===== src/common/sra_defs.svh =====
// timing counts and bus widths for the static ram array controller
`ifndef SRA_DEFS_SVH
`define SRA_DEFS_SVH
`define SRA_CLK_PERIOD_NS 5
`define SRA_READ_ACCESS_NS 125
`define SRA_WRITE_CYCLE_NS 150
// least times round up to whole cycles
`define SRA_READ_CYCLES \
  ((`SRA_READ_ACCESS_NS + `SRA_CLK_PERIOD_NS - 1) / `SRA_CLK_PERIOD_NS)
`define SRA_WRITE_CYCLES \
  ((`SRA_WRITE_CYCLE_NS + `SRA_CLK_PERIOD_NS - 1) / `SRA_CLK_PERIOD_NS)
`define SRA_ADDR_W 10
`define SRA_DATA_W 2
`define SRA_CNT_W 6
`endif


===== src/common/sra_pkg.sv =====
// types for the static ram array controller
package sra_pkg;
  typedef enum logic [2:0] {
    SRA_IDLE  = 3'b001,
    SRA_READ  = 3'b010,
    SRA_WRITE = 3'b100
  } sra_state_e;
endpackage


===== src/rtl/sra_ctrl.sv =====
// host controller driving a 1K x 2 static ram array through its pins
// What this block does
// - all four active-low selects low to access
// - read/write select high reads, low writes
// - read gate low only during reads
// - write drives address, data, rw low, gate high
// - write timing low except at write end
// - allow 150 ns write cycle before next access
// - ten binary address lines for two-bit words
`timescale 1ns/1ps
`default_nettype none
`include "sra_defs.svh"
module sra_ctrl (
  input wire logic clk,
  input wire logic rst,
  input wire logic reqValid,
  input wire logic reqWrite,
  input wire logic [`SRA_ADDR_W-1:0] reqAddr,
  input wire logic [`SRA_DATA_W-1:0] reqWdata,
  input wire logic [`SRA_DATA_W-1:0] arrayDataOut,
  output logic reqReady,
  output logic rspValid,
  output logic [`SRA_DATA_W-1:0] rspRdata,
  output logic [`SRA_ADDR_W-1:0] arrayAddr,
  output logic [`SRA_DATA_W-1:0] arrayDataIn,
  output logic readWriteSel,
  output logic readGate_n,
  output logic write_timing_control,
  output logic array_select_n_0,
  output logic array_select_n_1,
  output logic array_select_n_2,
  output logic array_select_n_3
);
  localparam logic [`SRA_CNT_W-1:0] READ_CNT =
    `SRA_CNT_W'(`SRA_READ_CYCLES);
  localparam logic [`SRA_CNT_W-1:0] WRITE_CNT =
    `SRA_CNT_W'(`SRA_WRITE_CYCLES);

  // ===========================================================
  // state
  typedef struct packed {
    sra_pkg::sra_state_e state;
    logic [`SRA_CNT_W-1:0] cnt;
    logic ready;
    logic rspV;
    logic [`SRA_DATA_W-1:0] rdata;
    logic [`SRA_ADDR_W-1:0] addr;
    logic [`SRA_DATA_W-1:0] wdata;
    logic rw;
    logic gateN;
    logic wtc;
    logic selN;
  } sra_ctrl_s;

  sra_ctrl_s st_ff;
  sra_ctrl_s nxt_st;
  logic [`SRA_DATA_W-1:0] dataSync;

  // array output crosses in from outside the clock domain
  sra_sync uSync (
    .clk(clk),
    .rst(rst),
    .asyncIn(arrayDataOut),
    .syncOut(dataSync)
  );

  // ===========================================================
  // access sequencer
  always_comb begin
    nxt_st = st_ff;
    nxt_st.rspV = 1'b0;
    unique case (st_ff.state)
      sra_pkg::SRA_IDLE: begin
        nxt_st.wtc = 1'b0;
        nxt_st.gateN = 1'b1;
        if (reqValid && st_ff.ready) begin
          nxt_st.ready = 1'b0;
          nxt_st.addr = reqAddr;
          nxt_st.wdata = reqWdata;
          nxt_st.selN = 1'b0;
          if (reqWrite) begin
            nxt_st.state = sra_pkg::SRA_WRITE;
            nxt_st.rw = 1'b0;
            nxt_st.gateN = 1'b1;
            nxt_st.cnt = WRITE_CNT - `SRA_CNT_W'(1);
          end else begin
            nxt_st.state = sra_pkg::SRA_READ;
            nxt_st.rw = 1'b1;
            nxt_st.gateN = 1'b0;
            // access time, one cycle to spare, then two sync stages
            nxt_st.cnt = READ_CNT + `SRA_CNT_W'(2);
          end
        end
      end
      sra_pkg::SRA_READ: begin
        // pins held steady until the cycle ends
        nxt_st.cnt = st_ff.cnt - `SRA_CNT_W'(1);
        if (st_ff.cnt == `SRA_CNT_W'(0)) begin
          nxt_st.rdata = dataSync;
          nxt_st.rspV = 1'b1;
          nxt_st.gateN = 1'b1;
          nxt_st.selN = 1'b1;
          nxt_st.rw = 1'b1;
          nxt_st.ready = 1'b1;
          nxt_st.state = sra_pkg::SRA_IDLE;
        end
      end
      sra_pkg::SRA_WRITE: begin
        nxt_st.cnt = st_ff.cnt - `SRA_CNT_W'(1);
        // release timing control in the final cycle of the write
        nxt_st.wtc = (st_ff.cnt == `SRA_CNT_W'(1));
        if (st_ff.cnt == `SRA_CNT_W'(0)) begin
          nxt_st.wtc = 1'b0;
          nxt_st.selN = 1'b1;
          nxt_st.rw = 1'b1;
          nxt_st.rspV = 1'b1;
          nxt_st.ready = 1'b1;
          nxt_st.state = sra_pkg::SRA_IDLE;
        end
      end
      default: begin
        nxt_st.state = sra_pkg::SRA_IDLE;
        nxt_st.ready = 1'b1;
      end
    endcase
  end

  // ===========================================================
  // registers
  always_ff @(posedge clk) begin
    if (rst) begin
      st_ff <= '{state: sra_pkg::SRA_IDLE, cnt: '0, ready: 1'b1,
                 rspV: 1'b0, rdata: '0, addr: '0, wdata: '0,
                 rw: 1'b1, gateN: 1'b1, wtc: 1'b0, selN: 1'b1};
    end else begin
      st_ff <= nxt_st;
    end
  end

  // pin and port outputs straight from flip-flops
  assign reqReady = st_ff.ready;
  assign rspValid = st_ff.rspV;
  assign rspRdata = st_ff.rdata;
  assign arrayAddr = st_ff.addr;
  assign arrayDataIn = st_ff.wdata;
  assign readWriteSel = st_ff.rw;
  assign readGate_n = st_ff.gateN;
  assign write_timing_control = st_ff.wtc;
  assign array_select_n_0 = st_ff.selN;
  assign array_select_n_1 = st_ff.selN;
  assign array_select_n_2 = st_ff.selN;
  assign array_select_n_3 = st_ff.selN;
endmodule
`default_nettype wire


===== src/rtl/sra_sync.sv =====
// two flip-flop synchroniser for the array data outputs
`timescale 1ns/1ps
`default_nettype none
`include "sra_defs.svh"
module sra_sync (
  input wire logic clk,
  input wire logic rst,
  input wire logic [`SRA_DATA_W-1:0] asyncIn,
  output logic [`SRA_DATA_W-1:0] syncOut
);
  typedef struct packed {
    logic [`SRA_DATA_W-1:0] stage1;
    logic [`SRA_DATA_W-1:0] stage2;
  } sra_sync_s;
  sra_sync_s st_ff;
  sra_sync_s nxt_st;
  // first stage feeds only the second; idle array output is high
  always_comb begin
    nxt_st = st_ff;
    nxt_st.stage1 = asyncIn;
    nxt_st.stage2 = st_ff.stage1;
  end
  always_ff @(posedge clk) begin
    if (rst) begin
      st_ff <= {2{2'h3}};
    end else begin
      st_ff <= nxt_st;
    end
  end
  assign syncOut = st_ff.stage2;
endmodule
`default_nettype wire


===== config.mk =====
export PLATFORM = sky130hd
export DESIGN_NAME = sra_ctrl
export DESIGN_NICKNAME = d
export VERILOG_FILES = /design/src/common/sra_pkg.sv /design/src/rtl/sra_ctrl.sv /design/src/rtl/sra_sync.sv
export VERILOG_INCLUDE_DIRS = /design/src /design/src/common
export SDC_FILE = /design/constraint.sdc
export NUM_CORES = 1
export LEC_CHECK = 0
export ABC_AREA = 1
export BUFFER_PORTS_ARGS = -buffer_cell sky130_fd_sc_hd__buf_2
export CAP_MARGIN = 20
export CORE_UTILIZATION = 30
export CTS_CLUSTER_DIAMETER = 150
export CTS_CLUSTER_SIZE = 28
export DETAILED_ROUTE_END_ITERATION = 10
export PLACE_DENSITY = 0.6
export RECOVER_POWER = 100
export SYNTH_ARGS = -nofsm -noshare
export SYNTH_HDL_FRONTEND = slang
export SYNTH_SLANG_ARGS = --single-unit

===== constraint.sdc =====
create_clock -name clk -period 2.5 [get_ports clk]
set_input_delay 0.125 -clock clk [delete_from_list [all_inputs] [get_ports clk]]
set_output_delay 0.125 -clock clk [all_outputs]
set_load 0.005 [all_outputs]

==> summary.md, run 1 <==
| Metric | Value |
|---|---|
| Vias in the first global route | `around 1300` |
| H-tree depth | `2` |
| Drt first-iter violations | `87` |
| Switch Pwr | `0.892 mW` |
| Synth Area in Adders | `~1.5%` |
| Seq cells post-synth | `33` |
| Critical Path Source | `st_ff[28]` |
| Min cycle time layout | `~1.8 ns` |
| Switching part of the total power | `roughly two fifths` |
| Pin count of the biggest net entering global routing | `25` |
| Die width | `76.4 um` |
| RSZ-0062 raised after global routing | `no` |
| Clock sinks | `33` |
| PnR Total Power | `between 2 and 2.5 mW` |
| TritonCTS buffer count | `5` |
| TritonRoute pass-1 iters | `5` |
| Die area | `around 5800 um2` |
| Tcrit/Tclk final | `approximately 70%` |
| Total number of vias | `roughly 1300` |
| ANT cells | `0` |
| Die Ht | `approximately 76 um` |
| Vias per cell | `~4.4` |
| Setup CP Type | `reg2reg` |
| Netlist Area Pre-Place | `approximately 1700 um2` |
| Pwr Density | `between 1000 and 1500 nW/um2` |
| Clk pin slew, worst setup/hold paths | `about 0.07 ns` |
| First-pass GRT wire length | `5820 um` |
| CTS tree | `yes` |
| Synth area leader | `dfxtp_1` |
| Gr ovfl total | `0` |
| Hold Crit Class | `in2reg` |
| Leak | `0.781 nW` |
| Synth Area in Simple Gates | `between 30 and 40%` |
| Worst slew margin | `around a quarter` |
| Commonest non-fill, non-tap cells in the layout | `nand2_1 (39), dfxtp_1 (33), nand3_1 (32)` |
| Routed WL | `3290 um` |
| DRT antenna net count | `0` |
| GRT Util Overall | `12.5%` |
| Initial antenna violation count | `0` |
| Core area | `5200 um2` |
| Internal Power | `between 1 and 1.5 mW` |
| Sequential share of power | `between 30% and 40%` |
| IO Pins | `41` |
| Initial Utilization | `a little under a third` |
| Post-synthesis mux area share | `0%` |
| Critical Path Fanout Max | `16` |
| CTS Root Cell | `clkbuf_8` |
| NumNets Final | `250` |
| Routability cong. | `approximately 0.84` |
| Clock Latency Late Sink | `roughly 0.28 ns` |
| Worst slew pin tran | `~1.1 ns` |
| Mapped Cells | `a little over 200` |
| Hpwl dp | `approximately 2400 um` |
| Syn avg cell area | `a little over 8 um2` |
| Clock Path Buffers | `2` |
| Area contributors post-synth | `dfxtp_1 (40%), nand3_1 (9.0%), nand2_1 (8.1%), buf_4 (7.7%), nand3_4 (5.3%)` |
| Mapped Nets | `225` |
| Commonest non-fill, non-tap cell in the layout | `nand2_1` |
| Worst setup SP type | `flip-flop` |
| Compound-Gate Fraction of Synth Area | `between 7 and 8%` |
| WL per Instance | `10.9 um` |
| Netlist cell types | `26` |
| Peak supply drop | `~0.48 mV` |
| Worst hold start | `arrayDataOut[0]` |
| Setup Buffers After CTS | `0` |
| Utilization after layout | `a little over a third` |
| Status | `complete, no violations` |
| Highest clock rate | `approximately 570 MHz` |
| Warnings, synthesis | `0` |
| Worst r2r src | `st_ff[28]` |
| Post-CTS sizing | `0` |
| Share of cells above drive strength 1 | `between 20% and 30%` |
| Combinational power share | `between 40 and 50%` |
| Endpoints failing setup | `0` |
| Synth top area share | `between 30 and 40%` |
| Clock Power Share | `23.4%` |
| # rows | `26` |
| Final setup TNS | `0 ns` |
| Largest family of logic cells by synthesized area | `simple AND/OR/NAND/NOR gates` |
| Worst clock skew | `around 0.0022 ns` |
| CP Data Arrival Time | `between 1.5 and 2 ns` |
| Syn-to-layout area delta | `9.35%` |
| Cts hold-fix bufs | `0` |
| Final Max Slew Viols | `0` |
| Port Buffer Count | `40` |
| Number of remaining DRC errors | `0` |
| Crit. End Element | `flip-flop` |
| Final Hold Fails | `0` |
| Req. time, crit path | `~2.6 ns` |
| Max Cap Violations | `0` |
| Seq/Total Area, Yosys | `about two fifths` |
| Xor/xnor share of the synthesized area | `0%` |
==> flip-flops by register name (all words and copies together), names as in the netlist, 2 cells and up <==
name	count
arrayDataIn	2
st_ff	9
uSync.nxt_st	2
arrayAddr	10
uSync.syncOut	2
rspRdata	2
==> Yosys cell counts (all sizes together) <==
master  number
nand2       45
nand3       35
dfxtp       33
buf         20
inv         20
a21oi       19
nor2        15
o21ai        4
or2          4
nand4        3
clkbuf       2
ha           2
clkinv       1
nor3         1
o22ai        1
==> metrics by stage <==
| step | cell area (um2) | std cells | worst slack (ns) | hold slack, ns |
|---|---|---|---|---|
| 6_report | 1810 | 301 | 0.746 | 0.0295 |
| 5_1_grt | 1810 | 301 | 0.579 | 0.0141 |
| 4_1_cts | 1890 | 301 | 1.08 | 0.0187 |
| 3_5_place_dp | 1780 | 293 | 1.10 | 0.315 |
| 3_3_place_gp | 1780 | 293 | 1.12 | 0.308 |
| 2_1_floorplan | 1660 | 205 | 1.23 | 0.229 |
==> cell type report <==
type,count,area (um2)
clock buffer,7,86.3
clock inverter,1,30.0
fill,569,3390
inverter,21,86.3
multi-input combinational,129,684
sequential,33,661
tap,70,87.6
timing repair buffer,40,179
==> kinds of logic after synthesis <==
kind of cell    Yosys count
flops                    33
compound gates           24
fa+ha+maj                 2
buf+inv                  43
simple gates            103
==> power by group through the flow <==
stage / Clock [mW] / Sequential, mW / Combinational, mW
2_1_floorplan: 0 / 0.767 / 0.922
3_3_place_gp: 0 / 0.787 / 1.03
3_5_place_dp: 0 / 0.788 / 1.03
4_1_cts: 0.529 / 0.778 / 1.04
5_1_grt: 0.550 / 0.795 / 1.04
6_report: 0.514 / 0.776 / 0.907
==> path summary, 6_finish.rpt <==
check	to	slack, ns	depth (start not counted)
setup / recovery	st_ff[21]	0.75	8
hold / removal	uSync.nxt_st[0]	0.03	2
setup reg to reg	st_ff[21]	0.75	8
hold reg to reg	uSync.syncOut[1]	0.41	1
==> metal layers <==
layer / wire, um / vias to the layer above / GRT usage (%)
li1: - / 696 / -
met1: 1640 / 594 / 15.1
met2: 1430 / 43 / 20.2
met3: 196 / 2 / 3.95
met4: 17 / 0 / 5.19
met5: 0 / - / 0
==> worst max-delay path, cell delays in order (launching register included) <==
cell and delay, ns:
dfxtp_1 0.33, inv_1 0.12, nand3_1 0.30, inv_6 0.26, nand2_8 0.08, nand2_1 0.30
nand2_1 0.09, nand2_1 0.09, nor2_2 0.03
Note: power is estimated with default switching activity, not from simulation.
==> run 2, diff against run 1 <==
Clock period 2.5 ns to 1.7 ns, I/O delays scaled along.
==> summary.md, run 2 (synthesis gave the netlist of run 1 again) <==
| Metric | Value |
|---|---|
| Critical path buffers and inverters | `1` |
| Total number of vias | `about 1300` |
| Gr ovfl total | `0` |
| Initial Utilization | `between 30% and 40%` |
| Final Hold Fails | `0` |
| Initial antenna violation count | `0` |
| Critical Path Fanout Max | `7` |
| TritonCTS buffer count | `5` |
| Highest clock rate | `about 680 MHz` |
| NumNets Final | `253` |
| Commonest non-fill, non-tap cell in the layout | `nand2_1` |
| Peak supply drop | `roughly 0.84 mV` |
| Req. time, crit path | `1.86 ns` |
| Filler cell count | `582` |
| Final setup TNS | `0 ns` |
| IO Pins | `41` |
| CTS tree | `yes` |
| TritonRoute pass-1 iters | `4` |
| H-tree depth | `2` |
| Worst path depth | `7` |
| Syn-to-layout area delta | `12.8%` |
| Setup CP Type | `reg2reg` |
| ANT cells | `0` |
| R2R depth | `7` |
| Drt first-iter violations | `67` |
| Total area of sequential cells | `about 660 um2` |
| Min cycle time layout | `between 1 and 1.5 ns` |
| Pwr Density | `1760 nW/um2` |
| Vias in the first global route | `around 1300` |
| Hold Crit Class | `in2reg` |
| Status | `complete, no violations` |
| WL per Instance | `between 10 and 15 um` |
| Pin count of the biggest net entering global routing | `25` |
| Max Cap Violations | `0` |
| Cell Chain, Critical Path | `inv_1 -> ha_1 -> nand3_4 -> nand2_1 -> nand3_1 -> nand2_1 -> nand3_1` |
| Worst r2r src | `st_ff[20]` |
| Routability cong. | `slightly above 0.8` |
| DRT antenna net count | `0` |
| Worst clock skew | `~0.0054 ns` |
| Die width | `~76 um` |
| Clock Latency Late Sink | `about 0.28 ns` |
| Clock Path Buffers | `2` |
| Number of remaining DRC errors | `0` |
| Crit. End Element | `flip-flop` |
| Share of cells above drive strength 1 | `26.1%` |
| First-pass GRT wire length | `roughly 5700 um` |
| Hpwl dp | `2380 um` |
| Worst slew margin | `69.0%` |
| Top delay family on crit path | `simple AND/OR/NAND/NOR gates` |
| Die area | `between 5000 and 6000 um2` |
| Setup Buffers After CTS | `0` |
| PnR Total Power | `roughly 3.3 mW` |
| CTS Root Cell | `clkbuf_8` |
| Max reg flops | `10` |
| Max stage delay cell, worst path | `ha_1` |
| Tcrit/Tclk final | `87.0%` |
| Clock sinks | `33` |
| FF-to-FF setup slack | `~0.22 ns` |
| GRT Util Overall | `around 12%` |
| Final Max Slew Viols | `0` |
| Worst R2R End | `array_select_n_0` |
| Leak | `0.816 nW` |
| Crit path capture | `array_select_n_0` |
| Routed WL | `about 3300 um` |
| CP Data Arrival Time | `between 1.5 and 2 ns` |
| Core area | `5200 um2` |
| Port Buffer Count | `40` |
| Worst setup SP type | `flip-flop` |
| Endpoints failing setup | `0` |
| RSZ-0062 raised after global routing | `no` |
| Area occupied by multi-input gates | `about 730 um2` |
| Delay of the slowest critical-path stage | `0.33 ns` |
| Hold depth | `3` |
| Worst slew pin tran | `about 0.46 ns` |
| Die Ht | `between 70 and 80 um` |
| Vias per cell | `approximately 4.4` |
| # rows | `26` |
| Critical Path Source | `st_ff[20]` |
| Commonest non-fill, non-tap cells in the layout | `nand2_1 (39), dfxtp_1 (33), nand3_1 (30)` |
| Clk pin slew, worst setup/hold paths | `0.07 ns` |
## run 2: what timing repair did
item / CTS / global route
gates resized for setup: 0 / 0
hold endpoints to repair: 2 / 0
hold buffers: 2 / 0
setup endpoints to repair: 0 / 0
## run 2: power by group
part | leakage [nW] | total (mW) | switching [mW] | internal, mW
logic | 0.491 | 1.49 | 0.946 | 0.544
clock network | 0.0542 | 0.661 | 0.294 | 0.366
registers | 0.271 | 1.14 | 0.166 | 0.971
total | 0.816 | 3.29 | 1.41 | 1.88
## run 2: routing by layer
| layer | up-vias | wire length (um) | track usage (%) |
|---|---|---|---|
| met4 | 0 | 40 | 4.04 |
| met3 | 5 | 204 | 4.31 |
| met1 | 587 | 1640 | 15.6 |
| met2 | 51 | 1440 | 19.7 |
| met5 | - | 0 | 0 |
| li1 | 702 | - | - |
## run 2: cell type report
cell class	count	share of cell area [%]
Clock inverter	1	0.267
Clock buffer	7	5.15
Timing Repair Buffer	43	11.2
Sequential cell	33	35.3
Multi-Input combinational cell	129	38.8
Inverter	21	4.61
Tap cell	70	4.68
## run 2: how the worst min path moves through the flow
stage                    start               to  slack [ns]
2_1_floorplan  arrayDataOut[0]  uSync.nxt_st[0]        0.19
3_5_place_dp   arrayDataOut[0]  uSync.nxt_st[0]        0.28
6_report            reqAddr[2]     arrayAddr[2]        0.07
3_3_place_gp   arrayDataOut[0]  uSync.nxt_st[0]        0.27
5_1_grt            reqWdata[0]   arrayDataIn[0]        0.07
4_1_cts             reqAddr[1]     arrayAddr[1]        0.06
## run 2: tightest hold or removal path, stage by stage
cell	delay (ns)
buf_2	0.09
nand3_1	0.06
a21oi_1	0.06
## run 2: through the flow
step	utilization (%)	cell area [um2]	hold slack, ns	setup slack [ns]	instances
6_report	36.0	1870	0.0661	0.222	304
5_1_grt	36.0	1870	0.0655	0.0702	304
4_1_cts	36.6	1910	0.0608	0.266	304
3_5_place_dp	34.3	1790	0.275	0.282	294
3_3_place_gp	34.3	1790	0.268	0.344	294
2_1_floorplan	-	1660	0.189	0.426	205
==> run 3, diff against run 2 <==
Settings changed: PLACE_DENSITY 0.6 to 0.51, REMOVE_ABC_BUFFERS set to 1.
==> summary.md, run 3 (synthesis gave the netlist of run 1 again) <==
| Metric | Value |
|---|---|
| GRT Util Overall | `a little over an eighth` |
| Routability cong. | `around 0.81` |
| Clock Latency Late Sink | `0.28 ns` |
| H-tree depth | `2` |
| ANT cells | `0` |
| PnR Total Power | `around 3.2 mW` |
| Commonest non-fill, non-tap cell in the layout | `nand2_1` |
| Post-route design area | `between 1500 and 2000 um2` |
| Initial Utilization | `between 30% and 40%` |
| Max stage delay cell, worst path | `ha_1` |
| Clk pin slew, worst setup/hold paths | `approximately 0.07 ns` |
| Finished Layout Cells | `304` |
| Critical path buffers and inverters | `1` |
| Highest clock rate | `~680 MHz` |
| Vias per cell | `around 4.4` |
| Final Max Slew Viols | `0` |
| First-pass GRT wire length | `6220 um` |
| CTS tree | `yes` |
| Setup CP Type | `reg2reg` |
| NumNets Final | `approximately 250` |
| Clock Path Buffers | `2` |
| Commonest non-fill, non-tap cells in the layout | `nand2_1 (39), dfxtp_1 (33), buf_2 (32)` |
| Vias in the first global route | `around 1400` |
| Setup Buffers After CTS | `0` |
| IO Pins | `41` |
| Tcrit/Tclk final | `86.5%` |
| DRT antenna net count | `0` |
| Hpwl dp | `about 2400 um` |
| Die width | `76.4 um` |
| Port Buffer Count | `40` |
| TritonRoute pass-1 iters | `4` |
| Cell Chain, Critical Path | `inv_1 -> ha_1 -> nand3_4 -> nand2_1 -> nand3_1 -> nand2_1 -> nand3_1` |
| Leak | `0.815 nW` |
| Pwr Density | `around 1700 nW/um2` |
| Hold Crit Class | `in2reg` |
| Placed cell area | `1790 um2` |
| WL per Instance | `11.3 um` |
| Req. time, crit path | `between 1.5 and 2 ns` |
| Routed WL | `3440 um` |
| Clock sinks | `33` |
| Pin count of the biggest net entering global routing | `25` |
| # rows | `26` |
| Min cycle time layout | `around 1.5 ns` |
| Crit. End Element | `flip-flop` |
| CP Data Arrival Time | `about 1.6 ns` |
| Worst setup SP type | `flip-flop` |
| Core area | `between 5000 and 6000 um2` |
| Status | `complete, no violations` |
| Max reg flops | `10` |
| CTS Root Cell | `clkbuf_8` |
| Top delay family on crit path | `simple AND/OR/NAND/NOR gates` |
| Initial antenna violation count | `0` |
| Endpoints failing setup | `0` |
| FF-to-FF setup slack | `~0.23 ns` |
| TritonCTS buffer count | `5` |
| Worst slew margin | `roughly two thirds` |
| Peak supply drop | `~0.64 mV` |
| Die Ht | `76.4 um` |
| Number of remaining DRC errors | `0` |
| Worst clock skew | `slightly above 0.006 ns` |
| Final Hold Fails | `0` |
| RSZ-0062 raised after global routing | `no` |
| Syn-to-layout area delta | `12.2%` |
| Critical Path Fanout Max | `7` |
| Max Cap Violations | `0` |
| Delay of the slowest critical-path stage | `around 0.33 ns` |
| Gr ovfl total | `0` |
| Placed cells | `a little under 300` |
| Total number of vias | `about 1300` |
| Final setup TNS | `0 ns` |
| Die area | `slightly below 6000 um2` |
| Drt first-iter violations | `between 40 and 50` |
| Share of cells above drive strength 1 | `a little over a quarter` |
| Worst slew pin tran | `0.490 ns` |
## run 3: cell types whose count changed in the layout (fill, tap and decap cells not counted), sizes merged
cell	previous run	this run
buf	29	33
clkbuf	19	15
clkinv	2	1
clkinvlp	0	1
## run 3: area by class of cell
class | instances | area, um2
tap | 70 | 87.6
clock inverter | 1 | 7.51
timing repair buffer | 43 | 218
clock buffer | 7 | 76.3
multi-input combinational | 129 | 726
fill | 580 | 3340
inverter | 21 | 86.3
sequential | 33 | 661
## run 3: what timing repair did
item | 4_1_cts | 5_1_grt
endpoints found under the setup margin | 0 | 0
resized for setup | 0 | 0
hold endpoints to repair | 2 | 0
hold buffers | 2 | 0
## run 3: metal layers
layer  vias to the layer above  global-route usage, %  share of wire (%)
met5                         -                      0                  0
met4                         0                   4.62                1.0
met3                         4                   3.83                5.3
met2                        41                   22.3                 44
met1                       578                   16.2                 49
li1                        703                      -                  -
## run 3: stage by stage
| stage | util [%] | worst slack, ns | hold WS [ns] |
|---|---|---|---|
| after floorplan | - | 0.426 | 0.147 |
| after global placement | 34.3 | 0.321 | 0.269 |
| after detailed placement | 34.3 | 0.271 | 0.272 |
| after CTS | 36.3 | 0.262 | 0.0607 |
| after global routing | 35.8 | 0.0920 | 0.0630 |
| final | 35.8 | 0.229 | 0.0665 |
## run 3: path summary, 6_finish.rpt
| kind | start | end | cells after the start |
|---|---|---|---|
| max | st_ff[20] | readWriteSel | 7 |
| min | reqAddr[1] | arrayAddr[1] | 3 |
| max reg2reg | st_ff[20] | readWriteSel | 7 |
| min reg2reg | uSync.nxt_st[0] | uSync.syncOut[0] | 1 |
## run 3: report_power, final
part / switching (mW) / internal [mW] / total (mW)
combinational: 0.950 / 0.550 / 1.50
sequential: 0.174 / 0.971 / 1.14
clock: 0.296 / 0.290 / 0.586
## run 3: worst reg2reg max path, stage by stage (launching register included)
cell and delay (ns):
dfxtp_1 0.31, inv_1 0.16, ha_1 0.33, nand3_4 0.14, nand2_1 0.15, nand3_1 0.12
nand2_1 0.07, nand3_1 0.07
